**config.mk**
```make
export PLATFORM = sky130hd
export DESIGN_NAME = gec_ctrl_regs
export DESIGN_NICKNAME = d
export VERILOG_FILES = /design/src/design/gec_pkg.sv /design/src/design/gec_queue_mem.sv /design/src/design/gec_ctrl_regs.sv
export SDC_FILE = /design/constraint.sdc
export NUM_CORES = 1
export LEC_CHECK = 0
export ABC_AREA = 1
export BUFFER_PORTS_ARGS = -buffer_cell sky130_fd_sc_hd__buf_2
export CORE_ASPECT_RATIO = 0.9
export CORE_MARGIN = 5
export CORE_UTILIZATION = 40
export DETAILED_ROUTE_END_ITERATION = 10
export HOLD_SLACK_MARGIN = 0.03
export PLACE_DENSITY = 0.7
export SLEW_MARGIN = 20
export SYNTH_ARGS = -nofsm -noshare
export SYNTH_HDL_FRONTEND = slang
export SYNTH_SLANG_ARGS = --single-unit
```
**constraint.sdc**
```tcl
create_clock -name clk_i -period 6.8 [get_ports clk_i]
set_input_delay 0.68 -clock clk_i [delete_from_list [all_inputs] [get_ports clk_i]]
set_output_delay 0.68 -clock clk_i [all_outputs]
set_load 0.01 [all_outputs]
```
**src/design/gec_pkg.sv**
```systemverilog
`default_nettype none
package gec_pkg;

	// --------------------------------------------------------------
	// Register byte offsets
	// --------------------------------------------------------------
	localparam logic [7:0] OFF_CLIP_MIN_Y   = 8'h00;
	localparam logic [7:0] OFF_CLIP_MAX_Y   = 8'h04;
	localparam logic [7:0] OFF_ENG_STATUS   = 8'h08;
	localparam logic [7:0] OFF_VRAM_GEOM    = 8'h0c;
	localparam logic [7:0] OFF_FILL_CTRL    = 8'h10;
	localparam logic [7:0] OFF_IRQ_FLAGS    = 8'h14;
	localparam logic [7:0] OFF_IRQ_ENABLE   = 8'h18;
	localparam logic [7:0] OFF_PIXEL_DEPTH  = 8'h1c;
	localparam logic [7:0] OFF_QUEUE_COUNTS = 8'h20;
	localparam logic [7:0] OFF_QUEUE_STATUS = 8'h24;
	localparam logic [7:0] OFF_QUEUE_ENTRY  = 8'h28;
	localparam logic [7:0] OFF_VERTEX_X     = 8'h2c;
	localparam logic [7:0] OFF_VERTEX_Y     = 8'h30;

	// --------------------------------------------------------------
	// Field positions and widths
	// --------------------------------------------------------------
	localparam int COORD_W        = 11;
	localparam int LINE_BUSY_BIT  = 0;
	localparam int BLIT_BUSY_BIT  = 1;
	localparam int SIZE_CODE_W    = 4;
	localparam int VCOUNT_W       = 5;
	localparam int FILL_DONE_BIT  = 5;
	localparam int EMPTY_IRQ_BIT  = 0;
	localparam int EMPTY_MASK_BIT = 0;
	localparam int DEPTH_CODE_W   = 3;
	localparam int QCOUNT_W       = 6;
	localparam int RD_COUNT_POS   = 0;
	localparam int WR_COUNT_POS   = 6;
	localparam int EMPTY_FLAG_BIT = 0;
	localparam int QDATA_W        = 16;

	// --------------------------------------------------------------
	// Reset values and limits
	// --------------------------------------------------------------
	localparam logic [10:0] RST_CLIP_Y     = 11'h0f0;
	localparam logic [3:0]  RST_SIZE_CODE  = 4'h1;
	localparam logic [3:0]  MAX_SIZE_CODE  = 4'hb;
	localparam logic [2:0]  RST_DEPTH_CODE = 3'h0;
	localparam logic [2:0]  MAX_DEPTH_CODE = 3'h5;
	localparam int          QUEUE_DEPTH    = 16;

	// --------------------------------------------------------------
	// Row pitch and data bus width encodings
	// --------------------------------------------------------------
	localparam logic [11:0] PITCH_512  = 12'h200;
	localparam logic [11:0] PITCH_1024 = 12'h400;
	localparam logic [11:0] PITCH_2048 = 12'h800;
	localparam logic [11:0] PITCH_256  = 12'h100;
	localparam logic [5:0]  BUS_8      = 6'h08;
	localparam logic [5:0]  BUS_16     = 6'h10;
	localparam logic [5:0]  BUS_32     = 6'h20;

endpackage
`default_nettype wire

```
**src/design/gec_queue_mem.sv**
```systemverilog
`timescale 1ns/100ps
`default_nettype none
module gec_queue_mem #(
	parameter int WIDTH = 16,
	parameter int DEPTH = 16,
	parameter int AW    = 4
) (
	input  wire logic             clk_i,
	input  wire logic             rst_i,
	input  wire logic             we_i,
	input  wire logic [AW-1:0]    waddr_i,
	input  wire logic [WIDTH-1:0] wdata_i,
	input  wire logic [AW-1:0]    raddr_i,
	output logic      [WIDTH-1:0] rdata_o
);

	// --------------------------------------------------------------
	// Storage
	// --------------------------------------------------------------
	logic [WIDTH-1:0] mem [DEPTH];

	// Array write; no reset so it maps onto plain RAM.
	always_ff @(posedge clk_i) begin
		if (we_i) begin
			mem[waddr_i] <= wdata_i;
		end
	end

	// Registered read with write-through, so an entry pushed into an
	// empty queue is visible at the head in the very next cycle.
	always_ff @(posedge clk_i) begin
		if (rst_i) begin
			rdata_o <= '0;
		end else if (we_i && waddr_i == raddr_i) begin
			rdata_o <= wdata_i;
		end else begin
			rdata_o <= mem[raddr_i];
		end
	end

endmodule
`default_nettype wire

```
**src/design/gec_ctrl_regs.sv**
```systemverilog
// Operation
// - Lower vertical clip bound is writable and resets to 240.
// - Upper vertical clip bound is writable and resets to 240.
// - Status bit 0 reads 1 while the line engine is busy.
// - Status bit 1 reads 1 while the block transfer engine is busy.
// - Size code selects row pitch and 8, 16 or 32-bit memory bus.
// - Fill control carries a flag set when polygon fill completes.
// - Queue-empty flag sets when the queue drains; writing 1 clears it.
// - Mask bit 0 enables the queue-empty interrupt; resets to 0.
// - Pixel depth code 0..5 selects 1..24 bits per pixel; resets to 0.
// - Read-only count of halfwords taken from the queue by drawing logic.
// - Read-only count of halfwords written into the queue by software.
// - Queue status bit 0 reads 1 when the queue holds no entries.
// - Each write to the entry register pushes bits 15..0 into the queue unless the queue is full.
// - Vertex X register holds an 11-bit coordinate in bits 10..0.
// - Queue path is 16 bits; wide upper halves travel elsewhere.
// - Vertex Y register pairs with vertex X, same 11-bit layout.
`timescale 1ns/100ps
`default_nettype none
module gec_ctrl_regs #(
	parameter int QUEUE_DEPTH = gec_pkg::QUEUE_DEPTH
) (
	input  wire logic        clk_i,
	input  wire logic        rst_i,
	input  wire logic        wb_cyc_i,
	input  wire logic        wb_stb_i,
	input  wire logic        wb_we_i,
	input  wire logic [7:0]  wb_adr_i,
	input  wire logic [3:0]  wb_sel_i,
	input  wire logic [31:0] wb_dat_i,
	output logic      [31:0] wb_dat_o,
	output logic             wb_ack_o,
	input  wire logic        line_busy_i,
	input  wire logic        blit_busy_i,
	input  wire logic        fill_done_i,
	input  wire logic        cmd_ready_i,
	output logic             cmd_valid_o,
	output logic      [15:0] cmd_data_o,
	output logic      [10:0] clip_lower_y_o,
	output logic      [10:0] clip_upper_y_o,
	output logic      [3:0]  vram_size_code_o,
	output logic      [11:0] row_pitch_o,
	output logic      [5:0]  vram_bus_width_o,
	output logic      [4:0]  vertex_count_o,
	output logic      [2:0]  pixel_depth_o,
	output logic      [4:0]  bits_per_pixel_o,
	output logic      [10:0] vertex_x_coord_o,
	output logic      [10:0] vertex_y_coord_o,
	output logic             irq_o
);

	localparam int AW = $clog2(QUEUE_DEPTH);

	// --------------------------------------------------------------
	// State
	// --------------------------------------------------------------
	logic [10:0] clip_lower_y;
	logic [10:0] clip_upper_y;
	logic [3:0]  vram_size_code;
	logic        fill_done;
	logic [4:0]  vertex_count;
	logic        queue_empty_irq;
	logic        irq_enable;
	logic [2:0]  pixel_depth;
	logic [10:0] vertex_x_coord;
	logic [10:0] vertex_y_coord;
	logic [5:0]  queue_read_count;
	logic [5:0]  queue_write_count;
	logic [5:0]  next_read_count;
	logic [5:0]  entries;
	logic        queue_empty_flag;
	logic        queue_full;
	logic        push;
	logic        pop;
	logic        drain_event;
	logic        req;
	logic        wr_acc;
	logic [31:0] lane_mask;
	logic [31:0] read_mux;
	logic [31:0] merged;

	// --------------------------------------------------------------
	// Bus slave
	// --------------------------------------------------------------

	// Request decode; a write lands on the edge where ack is high.
	assign req    = wb_cyc_i && wb_stb_i;
	assign wr_acc = req && wb_we_i && wb_ack_o;

	// Byte enables widen into a bit mask for read-modify-write.
	always_comb begin
		lane_mask = {{8{wb_sel_i[3]}}, {8{wb_sel_i[2]}}, {8{wb_sel_i[1]}}, {8{wb_sel_i[0]}}};
	end

	// Read mux; unmapped and write-only offsets read as zero.
	always_comb begin
		read_mux = 32'h0000_0000;
		unique case (wb_adr_i)
			gec_pkg::OFF_CLIP_MIN_Y:   read_mux[10:0] = clip_lower_y;
			gec_pkg::OFF_CLIP_MAX_Y:   read_mux[10:0] = clip_upper_y;
			gec_pkg::OFF_ENG_STATUS: begin
				read_mux[gec_pkg::LINE_BUSY_BIT] = line_busy_i;
				read_mux[gec_pkg::BLIT_BUSY_BIT] = blit_busy_i;
			end
			gec_pkg::OFF_VRAM_GEOM:    read_mux[3:0] = vram_size_code;
			gec_pkg::OFF_FILL_CTRL: begin
				read_mux[4:0]                    = vertex_count;
				read_mux[gec_pkg::FILL_DONE_BIT] = fill_done;
			end
			gec_pkg::OFF_IRQ_FLAGS:    read_mux[gec_pkg::EMPTY_IRQ_BIT] = queue_empty_irq;
			gec_pkg::OFF_IRQ_ENABLE:   read_mux[gec_pkg::EMPTY_MASK_BIT] = irq_enable;
			gec_pkg::OFF_PIXEL_DEPTH:  read_mux[2:0] = pixel_depth;
			gec_pkg::OFF_QUEUE_COUNTS: begin
				read_mux[gec_pkg::RD_COUNT_POS +: 6] = queue_read_count;
				read_mux[gec_pkg::WR_COUNT_POS +: 6] = queue_write_count;
			end
			gec_pkg::OFF_QUEUE_STATUS: read_mux[gec_pkg::EMPTY_FLAG_BIT] = queue_empty_flag;
			gec_pkg::OFF_VERTEX_X:     read_mux[10:0] = vertex_x_coord;
			gec_pkg::OFF_VERTEX_Y:     read_mux[10:0] = vertex_y_coord;
			default:                   read_mux = 32'h0000_0000;
		endcase
	end

	// Disabled byte lanes keep the old bits of the addressed register.
	assign merged = (read_mux & ~lane_mask) | (wb_dat_i & lane_mask);

	// One wait state: ack rises one cycle after the request and falls next.
	always_ff @(posedge clk_i) begin
		if (rst_i) begin
			wb_ack_o <= 1'b0;
		end else begin
			wb_ack_o <= req && !wb_ack_o;
		end
	end

	// Read data is captured together with the rising ack.
	always_ff @(posedge clk_i) begin
		if (rst_i) begin
			wb_dat_o <= 32'h0000_0000;
		end else if (req && !wb_we_i && !wb_ack_o) begin
			wb_dat_o <= read_mux;
		end
	end

	// --------------------------------------------------------------
	// Drawing parameters
	// --------------------------------------------------------------

	// Clip bounds.
	always_ff @(posedge clk_i) begin
		if (rst_i) begin
			clip_lower_y <= gec_pkg::RST_CLIP_Y;
			clip_upper_y <= gec_pkg::RST_CLIP_Y;
		end else if (wr_acc && wb_adr_i == gec_pkg::OFF_CLIP_MIN_Y) begin
			clip_lower_y <= merged[10:0];
		end else if (wr_acc && wb_adr_i == gec_pkg::OFF_CLIP_MAX_Y) begin
			clip_upper_y <= merged[10:0];
		end
	end

	// Memory geometry; codes above B have no meaning and are ignored so the
	// pitch decode never sees an undefined combination.
	always_ff @(posedge clk_i) begin
		if (rst_i) begin
			vram_size_code <= gec_pkg::RST_SIZE_CODE;
		end else if (wr_acc && wb_adr_i == gec_pkg::OFF_VRAM_GEOM &&
				merged[3:0] <= gec_pkg::MAX_SIZE_CODE) begin
			vram_size_code <= merged[3:0];
		end
	end

	// Pitch from the low two bits, bus width from the upper two.
	always_comb begin
		unique case (vram_size_code[1:0])
			2'h0: row_pitch_o = gec_pkg::PITCH_512;
			2'h1: row_pitch_o = gec_pkg::PITCH_1024;
			2'h2: row_pitch_o = gec_pkg::PITCH_2048;
			2'h3: row_pitch_o = gec_pkg::PITCH_256;
		endcase
		unique case (vram_size_code[3:2])
			2'h0:    vram_bus_width_o = gec_pkg::BUS_8;
			2'h1:    vram_bus_width_o = gec_pkg::BUS_16;
			default: vram_bus_width_o = gec_pkg::BUS_32;
		endcase
	end

	// Vertex count is stored as written; values outside 2..16 are the
	// caller's fault and the fill engine may misbehave on them.
	always_ff @(posedge clk_i) begin
		if (rst_i) begin
			vertex_count <= '0;
		end else if (wr_acc && wb_adr_i == gec_pkg::OFF_FILL_CTRL) begin
			vertex_count <= merged[4:0];
		end
	end

	// Fill done is sticky; a fresh completion beats a clearing write.
	always_ff @(posedge clk_i) begin
		if (rst_i) begin
			fill_done <= 1'b0;
		end else if (fill_done_i) begin
			fill_done <= 1'b1;
		end else if (wr_acc && wb_adr_i == gec_pkg::OFF_FILL_CTRL &&
				wb_sel_i[0] && wb_dat_i[gec_pkg::FILL_DONE_BIT]) begin
			fill_done <= 1'b0;
		end
	end

	// Pixel depth; codes above 5 are refused and the old depth kept.
	always_ff @(posedge clk_i) begin
		if (rst_i) begin
			pixel_depth <= gec_pkg::RST_DEPTH_CODE;
		end else if (wr_acc && wb_adr_i == gec_pkg::OFF_PIXEL_DEPTH &&
				merged[2:0] <= gec_pkg::MAX_DEPTH_CODE) begin
			pixel_depth <= merged[2:0];
		end
	end

	// Depth code to bits per pixel.
	always_comb begin
		unique case (pixel_depth)
			3'h0:    bits_per_pixel_o = 5'h01;
			3'h1:    bits_per_pixel_o = 5'h02;
			3'h2:    bits_per_pixel_o = 5'h04;
			3'h3:    bits_per_pixel_o = 5'h08;
			3'h4:    bits_per_pixel_o = 5'h10;
			default: bits_per_pixel_o = 5'h18;
		endcase
	end

	// Vertex coordinate pair.
	always_ff @(posedge clk_i) begin
		if (rst_i) begin
			vertex_x_coord <= '0;
			vertex_y_coord <= '0;
		end else if (wr_acc && wb_adr_i == gec_pkg::OFF_VERTEX_X) begin
			vertex_x_coord <= merged[10:0];
		end else if (wr_acc && wb_adr_i == gec_pkg::OFF_VERTEX_Y) begin
			vertex_y_coord <= merged[10:0];
		end
	end

	// --------------------------------------------------------------
	// Command queue
	// --------------------------------------------------------------

	// The counters double as pointers; depth must be a power of two.
	assign entries          = queue_write_count - queue_read_count;
	assign queue_empty_flag = (entries == 6'h00);
	assign queue_full       = (entries == 6'(QUEUE_DEPTH));
	assign cmd_valid_o      = !queue_empty_flag;
	assign pop              = cmd_valid_o && cmd_ready_i;
	// A push into a full queue is dropped; software should poll counts.
	assign push             = wr_acc && wb_adr_i == gec_pkg::OFF_QUEUE_ENTRY && !queue_full;
	assign next_read_count  = queue_read_count + 6'(pop);
	assign drain_event      = pop && entries == 6'h01 && !push;

	// Halfword counters.
	always_ff @(posedge clk_i) begin
		if (rst_i) begin
			queue_read_count  <= '0;
			queue_write_count <= '0;
		end else begin
			queue_read_count <= next_read_count;
			if (push) begin
				queue_write_count <= queue_write_count + 6'h01;
			end
		end
	end

	// Only bits 15..0 enter the queue; upper coordinate halves go through
	// the extension registers outside this block.
	gec_queue_mem #(
		.WIDTH (gec_pkg::QDATA_W),
		.DEPTH (QUEUE_DEPTH),
		.AW    (AW)
	) u_mem (
		.clk_i   (clk_i),
		.rst_i   (rst_i),
		.we_i    (push),
		.waddr_i (queue_write_count[AW-1:0]),
		.wdata_i (wb_dat_i[15:0]),
		.raddr_i (next_read_count[AW-1:0]),
		.rdata_o (cmd_data_o)
	);

	// --------------------------------------------------------------
	// Interrupt
	// --------------------------------------------------------------

	// Queue drain flag; a drain in the clearing cycle keeps it set.
	always_ff @(posedge clk_i) begin
		if (rst_i) begin
			queue_empty_irq <= 1'b0;
		end else if (drain_event) begin
			queue_empty_irq <= 1'b1;
		end else if (wr_acc && wb_adr_i == gec_pkg::OFF_IRQ_FLAGS &&
				wb_sel_i[0] && wb_dat_i[gec_pkg::EMPTY_IRQ_BIT]) begin
			queue_empty_irq <= 1'b0;
		end
	end

	// Mask.
	always_ff @(posedge clk_i) begin
		if (rst_i) begin
			irq_enable <= 1'b0;
		end else if (wr_acc && wb_adr_i == gec_pkg::OFF_IRQ_ENABLE) begin
			irq_enable <= merged[gec_pkg::EMPTY_MASK_BIT];
		end
	end

	assign irq_o = queue_empty_irq && irq_enable;

	// Register outputs.
	assign clip_lower_y_o   = clip_lower_y;
	assign clip_upper_y_o   = clip_upper_y;
	assign vram_size_code_o = vram_size_code;
	assign vertex_count_o   = vertex_count;
	assign pixel_depth_o    = pixel_depth;
	assign vertex_x_coord_o = vertex_x_coord;
	assign vertex_y_coord_o = vertex_y_coord;
endmodule
`default_nettype wire

```
==> summary.md, run 1 <==
| Metric | Value |
|---|---|
| Number of sinks on the clock net | `356` |
| Core footprint | `38000 um^2` |
| Combined area of the multi-input logic cells | `4850 um^2` |
| I/O Buffers | `133` |
| Buffers inserted during post-CTS setup optimization | `0` |
| Setup-violating endpoint count in the final report | `0` |
| Rel. slew slack | `0.268` |
| Die height | `195 um` |
| Number of buffers inserted by hold repair at cts | `0` |
| Overall fraction of global-route tracks in use | `0.190` |
| Synthesized-area fraction occupied by ao, oa, aoi and oai cells | `0.148` |
| Clock period minus worst slack | `5000 ps` |
| Synth area leaders | `sky130_fd_sc_hd__edfxtp_1 50%, sky130_fd_sc_hd__dfxtp_1 13%, sky130_fd_sc_hd__o21ai_0 7.3%` |
| Crit path required time | `~7200 ps` |
| Initial Utilization | `0.402` |
| Post-cts sizing count | `0` |
| Clock-pin slew on the worst setup and hold paths | `around 60 ps` |
| Via/cell ratio | `5.40` |
| Post-synth top area share | `0.503` |
| Setup repair after global routing missed its margin | `false` |
| Maximum resistive drop on vdd | `0.000422 V` |
| Cell chosen for the clock root | `sky130_fd_sc_hd__clkbuf_16` |
| Violation count after the first detailed-routing iteration | `1153` |
| Number of nets in the layout | `~1700` |
| Fraction of final layout cells with drive strength greater than 1 | `0.168` |
| Detailed-route via count | `11500` |
| Xor and xnor area share after synthesis | `0.00672` |
| Distinct cells, synth | `48` |
| Overall die area | `42200 um^2` |
| Mapped Avg Cell Area | `10.2 um^2` |
| Overflow left after global routing | `0` |
| Number of core rows | `between 60 and 70` |
| Post-route clock period utilization | `0.735` |
| Post-Place Cells | `between 2000 and 2500` |
| Area fraction in and, or, nand and nor cells after synthesis | `0.136` |
| Count of maximum capacitance violations | `0` |
| Number of buffers between clock root and the deepest sink | `3` |
| Growth of design area from synthesis to finish | `15.5%` |
| Number of max-slew violations in the final report | `0` |
| Number of antenna violations at the first check in global routing | `3` |
| Total clock buffers created by CTS | `37` |
| Die W | `216 um` |
| Io pins | `~180` |
| Fillcell total | `3452` |
| Total of flip-flops plus latches after synthesis | `356` |
| Setup CP Type | `register to register` |
| Proportion of synthesized chip area in sequential cells | `0.634` |
| Final estimated routing congestion in global placement | `0.916` |
| Sum of routed wire length over all layers | `41.7 mm` |
| Combinational family with the most area after synthesis | `compound AO/OA/AOI/OAI gates` |
| Largest net degree at the start of global routing | `about 110` |
| Arrival time of the worst setup path | `around 5400 ps` |
| Arithmetic-cell share of the synthesized area counting full adders, half adders and majority gates | `0.0103` |
| Clock Skews | `29.7 ps` |
| Launching element type of the critical path | `register` |
| Power, Total | `6360 uW` |
| Final Non-Filler Cells | `2126` |
| Cell type with the highest aggregate area in the netlist | `sky130_fd_sc_hd__edfxtp_1` |
| Number of instances in the synthesized netlist | `1493` |
| Clock latency reported for the late side of the worst-skew pair | `540 ps` |
| Global-route wire length before repair | `63.6 mm` |
| Setup tns final | `0 ps` |
| Final number of hold-violating endpoints | `0` |
| Ys Warns | `0` |
| Post-DP HPWL | `25.6 mm` |
| Power density of the placed cells | `361 nW/um^2` |
| Most instantiated library cell after synthesis | `sky130_fd_sc_hd__edfxtp_1` |
| Top cells by count, synth | `256 x sky130_fd_sc_hd__edfxtp_1, 233 x sky130_fd_sc_hd__nor2_1, 224 x sky130_fd_sc_hd__o21ai_0, 154 x sky130_fd_sc_hd__nand2_1, 100 x sky130_fd_sc_hd__dfxtp_1` |
| Drt pass-1 iters | `5` |
| TritonCTS clock tree | `done` |
| Dominant register cell in the synthesized netlist | `sky130_fd_sc_hd__edfxtp_1` |
| Sequential Area | `9690 um^2` |
| Post-synthesis async set-or-reset flop share | `0` |
| Number of flops mapped to enable cells by yosys | `256` |
| DRC viols | `0` |
| Maximum operating frequency | `200 MHz` |
| Vias in the first global route | `11100` |
| Mapped Area | `15300 um^2` |
| Worst Path Max Fanout | `59` |
| Post-route worst hold slack | `421 ps` |
| Hold crit path type | `input port to register` |
| Crit. End Element | `register` |
| H-Tree Level Count | `2` |
| Antenna-violating nets left | `0` |
| Leakage power | `0.00674 uW` |
| Multiplexer fraction of the synthesized cell area | `0.00197` |
| Least-Margin Pin Slew | `1100 ps` |
| Post-DR wirelength/cell | `approximately 20 um` |
| Status | `complete, no violations` |
-- flip-flops by register name, summed over array words and instances (netlist names) --
| name | cells |
|---|---|
| vertex_y_coord_o | 11 |
| u_mem.rdata_o | 16 |
| u_mem.mem | 256 |
| vertex_count_o | 5 |
| irq_enable | 1 |
| vertex_x_coord_o | 11 |
| fill_done | 1 |
| vram_size_code_o | 4 |
| clip_upper_y_o | 11 |
| wb_dat_o | 12 |
| queue_empty_irq | 1 |
| pixel_depth_o | 3 |
| queue_read_count | 6 |
| wb_ack_o | 1 |
| queue_write_count | 6 |
| clip_lower_y_o | 11 |
-- through the flow --
stage / setup slack, ps / utilization / instance area [um^2]
6_report: 1800 / 0.464 / 17600
4_1_cts: 1890 / 0.463 / 17600
3_3_place_gp: 2070 / 0.429 / 16300
2_1_floorplan: 3280 / - / 15400
5_1_grt: 1470 / 0.464 / 17600
3_5_place_dp: 1920 / 0.429 / 16300
-- final cells by class --
class                           count  share of cell area
Clock inverter                     12              0.0126
Sequential cell                   356               0.549
Inverter                           99              0.0213
Tap cell                          490              0.0348
Multi-Input combinational cell    958               0.275
Antenna cell                        3            0.000426
Clock buffer                       54              0.0603
Timing Repair Buffer              154              0.0467
-- critical path, stage by stage, from the launching register on --
cell and delay [ps]:
sky130_fd_sc_hd__dfxtp_1 410, sky130_fd_sc_hd__inv_1 200, sky130_fd_sc_hd__ha_1 270, sky130_fd_sc_hd__fa_1 470
sky130_fd_sc_hd__nand3b_1 180, sky130_fd_sc_hd__nand2_1 80, sky130_fd_sc_hd__xnor2_1 180, sky130_fd_sc_hd__nand2_1 110
sky130_fd_sc_hd__nor3_1 260, sky130_fd_sc_hd__nor2_1 120, sky130_fd_sc_hd__ha_4 460, sky130_fd_sc_hd__clkinv_2 670
sky130_fd_sc_hd__buf_4 540, sky130_fd_sc_hd__o21ai_0 210, sky130_fd_sc_hd__o22a_1 150, sky130_fd_sc_hd__a21oi_1 100
sky130_fd_sc_hd__o21ai_0 140, sky130_fd_sc_hd__nand3_1 120, sky130_fd_sc_hd__nand2_1 110, sky130_fd_sc_hd__nor2_2 40
-- kinds of logic after synthesis --
kind of cell,count (synthesis)
xor gates and xnor gates,10
and+or+nand+nor,491
adders and majority gates,12
AOI/OAI and AO/OA,411
muxes,3
buffers and inverters,209
DFF,356
other,1
-- worst paths after layout --
path	start	to	slack (ps)	cells past startpoint
hold / removal	fill_done_i	fill_done	420	3
hold reg to reg	fill_done	fill_done	470	2
setup / recovery	queue_write_count[0]	u_mem.rdata_o[5]	1800	19
setup reg to reg	queue_write_count[0]	u_mem.rdata_o[5]	1800	19
-- metal layers --
layer / wire (um) / vias up / track usage
met1: 17900 / 5545 / 0.266
met5: 0 / - / 0
li1: - / 5381 / -
met4: 1070 / 0 / 0.0667
met3: 3300 / 78 / 0.0285
met2: 19500 / 482 / 0.304
-- cells in the final DEF (no fill, tap or decap), types with 4 or more instances in the layout --
master,count
sky130_fd_sc_hd__clkbuf_8,5
sky130_fd_sc_hd__nand3_1,58
sky130_fd_sc_hd__nand3b_1,4
sky130_fd_sc_hd__nand3_2,6
sky130_fd_sc_hd__buf_2,133
sky130_fd_sc_hd__nor2_2,23
sky130_fd_sc_hd__conb_1,31
sky130_fd_sc_hd__buf_4,21
sky130_fd_sc_hd__o211ai_1,5
sky130_fd_sc_hd__ha_1,9
sky130_fd_sc_hd__clkbuf_16,38
sky130_fd_sc_hd__o22ai_1,33
sky130_fd_sc_hd__clkbuf_1,9
sky130_fd_sc_hd__xor2_1,5
sky130_fd_sc_hd__nor3_2,4
sky130_fd_sc_hd__nor2_4,5
sky130_fd_sc_hd__o21ai_0,224
sky130_fd_sc_hd__nor3_1,7
sky130_fd_sc_hd__a21oi_1,95
sky130_fd_sc_hd__edfxtp_1,256
sky130_fd_sc_hd__inv_1,87
sky130_fd_sc_hd__o21ai_1,11
sky130_fd_sc_hd__o22a_1,32
sky130_fd_sc_hd__nand2_2,7
sky130_fd_sc_hd__nor2_1,216
sky130_fd_sc_hd__bufinv_16,6
sky130_fd_sc_hd__inv_2,10
sky130_fd_sc_hd__dfxtp_1,100
sky130_fd_sc_hd__nand2_1,154
-- power breakdown --
group	leakage (uW)	total [uW]	internal, uW	switching, uW
sequential	0.00311	2390	2370	22.5
combinational	0.00300	1840	621	1220
clock	0.000626	2130	1310	811
total	0.00674	6360	4310	2060
Note: power is estimated with default switching activity, not from simulation.
==> inputs of run 2 (changes only) <==
- clock period: 6.8 -> 5.13 ns (I/O delays scaled with it)
==> run 2 against run 1 <==
- utilization down 0.21 points
- flip-flop and latch count did not move
- largest cell class unchanged
- clock skew fell by 4.3 ps
- final area shrank 0.46%
- critical path depth unchanged
- clock power increased by 18%
==> summary.md, run 2 (same netlist as run 1, synthesis figures left out) <==
| Metric | Value |
|---|---|
| Growth of design area from synthesis to finish | `14.9%` |
| Setup tns final | `0 ps (unchanged)` |
| Number of core rows | `68 (unchanged)` |
| Io pins | `183 (unchanged)` |
| Launching point of the worst reg2reg path | `queue_write_count[0]` |
| H-Tree Level Count | `2 (unchanged)` |
| Final estimated routing congestion in global placement | `0.916 (about the same)` |
| Setup CP Type | `register to register` |
| Overall die area | `42200 um^2 (unchanged)` |
| Critical Path Source | `queue_write_count[0]` |
| TritonCTS clock tree | `done` |
| Depth of the most critical reg-to-reg path | `19 (unchanged)` |
| Pre-CTS worst setup slack | `652 ps (-1270 ps)` |
| Rel. slew slack | `0.260 (-0.00830)` |
| Number of buffers between clock root and the deepest sink | `3 (unchanged)` |
| I/O Buffers | `133 (unchanged)` |
| Crit. End Element | `register` |
| Combined area of the multi-input logic cells | `4830 um^2 (-0.36%)` |
| Die W | `216 um (unchanged)` |
| Total clock buffers created by CTS | `36 (-2.7%)` |
| Maximum operating frequency | `216 MHz (+8.2%)` |
| Die height | `195 um (unchanged)` |
| Final worst-path setup slack | `510 ps (-1290 ps)` |
| Net switching power figure | `2740 uW (+33%)` |
| Met2 wire length | `19.6 mm (+0.53%)` |
| Clock-pin slew on the worst setup and hold paths | `60 ps (about the same)` |
| Initial Utilization | `0.402 (unchanged)` |
| Clock Skews | `25.4 ps (-4.30 ps)` |
| Post-Place Cells | `2066 (+0.44%)` |
| Sum of routed wire length over all layers | `41.8 mm (+0.21%)` |
| Top sig layer | `met4` |
| Overall fraction of global-route tracks in use | `0.190 (about the same)` |
| Power density of the placed cells | `468 nW/um^2 (+30%)` |
| Wire length on met3 | `2.96 mm (-10%)` |
| Sequential Area | `9690 um^2 (unchanged)` |
| Switching share of power | `0.334 (+0.0105)` |
| Number of nets in the layout | `1679 (+0.48%)` |
| Post-route clock period utilization | `0.901 (+0.166)` |
| Largest net degree at the start of global routing | `66 (-38%)` |
| Leakage power | `0.00672 uW (-0.36%)` |
| Most flops, register | `u_mem.mem` |
| Largest register FFs | `256 (unchanged)` |
| Detailed-route via count | `11500 (+0.53%)` |
| Maximum resistive drop on vdd | `0.000358 V (-15%)` |
| Registers with the most flip-flops | `u_mem.mem: 256 flops, u_mem.rdata_o: 16 flops, wb_dat_o: 12 flops` |
| Core footprint | `38000 um^2 (unchanged)` |
| Count of maximum capacitance violations | `0 (unchanged)` |
| Hold crit path type | `input port to register` |
| Crit path required time | `5530 ps (-1680 ps)` |
| Final number of hold-violating endpoints | `0 (unchanged)` |
| Beginning of the worst hold path | `fill_done_i` |
| Fraction of final layout cells with drive strength greater than 1 | `0.169 (+0.00152)` |
| Buffers inserted during post-CTS setup optimization | `0 (unchanged)` |
| Most common cell after layout, fill and taps aside | `sky130_fd_sc_hd__edfxtp_1` |
| Cell-internal power | `5480 uW (+27%)` |
| Fillcell total | `3471 (+0.55%)` |
| Final Non-Filler Cells | `2134 (+0.38%)` |
| Post-DR wirelength/cell | `19.6 um (-0.16%)` |
| Violation count after the first detailed-routing iteration | `1235 (+7.1%)` |
| Least-Margin Pin Slew | `1110 ps (+12.4 ps)` |
| Number of antenna violations at the first check in global routing | `4 (+1)` |
| Sequential group share of total power | `0.386 (+0.010)` |
| Worst Path Max Fanout | `28 (-53%)` |
| Arrival time of the worst setup path | `5020 ps (-390 ps)` |
| Clock period minus worst slack | `4620 ps (-377 ps)` |
| Post-DP HPWL | `26.2 mm (+2.3%)` |
| Worst Hold Depth | `3 (unchanged)` |
| Fraction of power consumed by the clock network | `0.306 (-0.028)` |
| Drt pass-1 iters | `5 (unchanged)` |
| Post-cts sizing count | `0 (unchanged)` |
| Combinational group share of total power | `0.308 (+0.018)` |
| Met1 Routed Length | `18.3 mm (+2.3%)` |
| Antenna-violating nets left | `0 (unchanged)` |
| Number of max-slew violations in the final report | `0 (unchanged)` |
| Cell chosen for the clock root | `sky130_fd_sc_hd__clkbuf_16` |
| Setup-violating endpoint count in the final report | `0 (unchanged)` |
| Number of sinks on the clock net | `356 (unchanged)` |
| Via/cell ratio | `5.41 (+0.15%)` |
| Setup repair after global routing missed its margin | `false` |
| Status | `complete, no violations` |
| Global-route wire length before repair | `63.7 mm (+0.21%)` |
| Number of buffers inserted by hold repair at cts | `0 (unchanged)` |
| Vias in the first global route | `11000 (-0.94%)` |
| Overflow left after global routing | `0 (unchanged)` |
| Launching element type of the critical path | `register` |
| Most frequent cells in the layout | `256 x sky130_fd_sc_hd__edfxtp_1, 224 x sky130_fd_sc_hd__o21ai_0, 217 x sky130_fd_sc_hd__nor2_1` |
| Clock latency reported for the late side of the worst-skew pair | `520 ps (-20 ps)` |
| DRC viols | `0 (unchanged)` |
## run 2: final timing paths
kind / to / slack, ps
worst max register to register: u_mem.rdata_o[4] / 510
worst max-delay path: u_mem.rdata_o[4] / 510
worst min register to register: fill_done / 480
worst min-delay path: fill_done / 260
## run 2: area by class of cell
cell class / instances / share of cell area
clock buffer: 51 / 0.0581
tap: 490 / 0.0349
antenna: 2 / 0.000285
timing repair buffer: 163 / 0.0522
sequential: 356 / 0.552
clock inverter: 15 / 0.00648
inverter: 99 / 0.0212
multi-input combinational: 958 / 0.275
## run 2: routing by layer
| layer | vias up | track usage |
|---|---|---|
| li1 | 5395 | - |
| met1 | 5638 | 0.268 |
| met2 | 439 | 0.305 |
| met3 | 75 | 0.0302 |
| met4 | 0 | 0.0582 |
| met5 | - | 0 |
## run 2: worst max-delay path: stages, from the launching register on
cell and delay (ps):
sky130_fd_sc_hd__dfxtp_1 400, sky130_fd_sc_hd__inv_1 190, sky130_fd_sc_hd__ha_1 270, sky130_fd_sc_hd__fa_1 460, sky130_fd_sc_hd__nand3b_1 180, sky130_fd_sc_hd__nand2_1 80, sky130_fd_sc_hd__xnor2_1 160, sky130_fd_sc_hd__nand2_1 100
sky130_fd_sc_hd__nor3_1 230, sky130_fd_sc_hd__nor2_1 120, sky130_fd_sc_hd__ha_4 180, sky130_fd_sc_hd__ha_2 660, sky130_fd_sc_hd__buf_4 420, sky130_fd_sc_hd__o21ai_0 170, sky130_fd_sc_hd__o22a_1 250, sky130_fd_sc_hd__a21oi_1 130
sky130_fd_sc_hd__o21ai_0 110, sky130_fd_sc_hd__nand3_1 120, sky130_fd_sc_hd__inv_1 50, sky130_fd_sc_hd__nor2_1 250
## run 2: per-stage QoR
step           instance area [um^2]  total power, uW  hold slack, ps   util
3_3_place_gp                  16400             5650             454  0.432
5_1_grt                       17600             8660             259  0.462
2_1_floorplan                 15400             5040             444      -
4_1_cts                       17600             8230             245  0.461
6_report                      17600             8220             257  0.462
3_5_place_dp                  16400             5730             471  0.432
## run 2: power by group through the flow
stage	sequential, uW	combinational, uW	clock (uW)
global route	3180	2810	2660
finish	3180	2530	2510
CTS	3180	2510	2550
detailed placement	3240	2490	0
global placement	3240	2410	0
floorplan	3260	1780	0
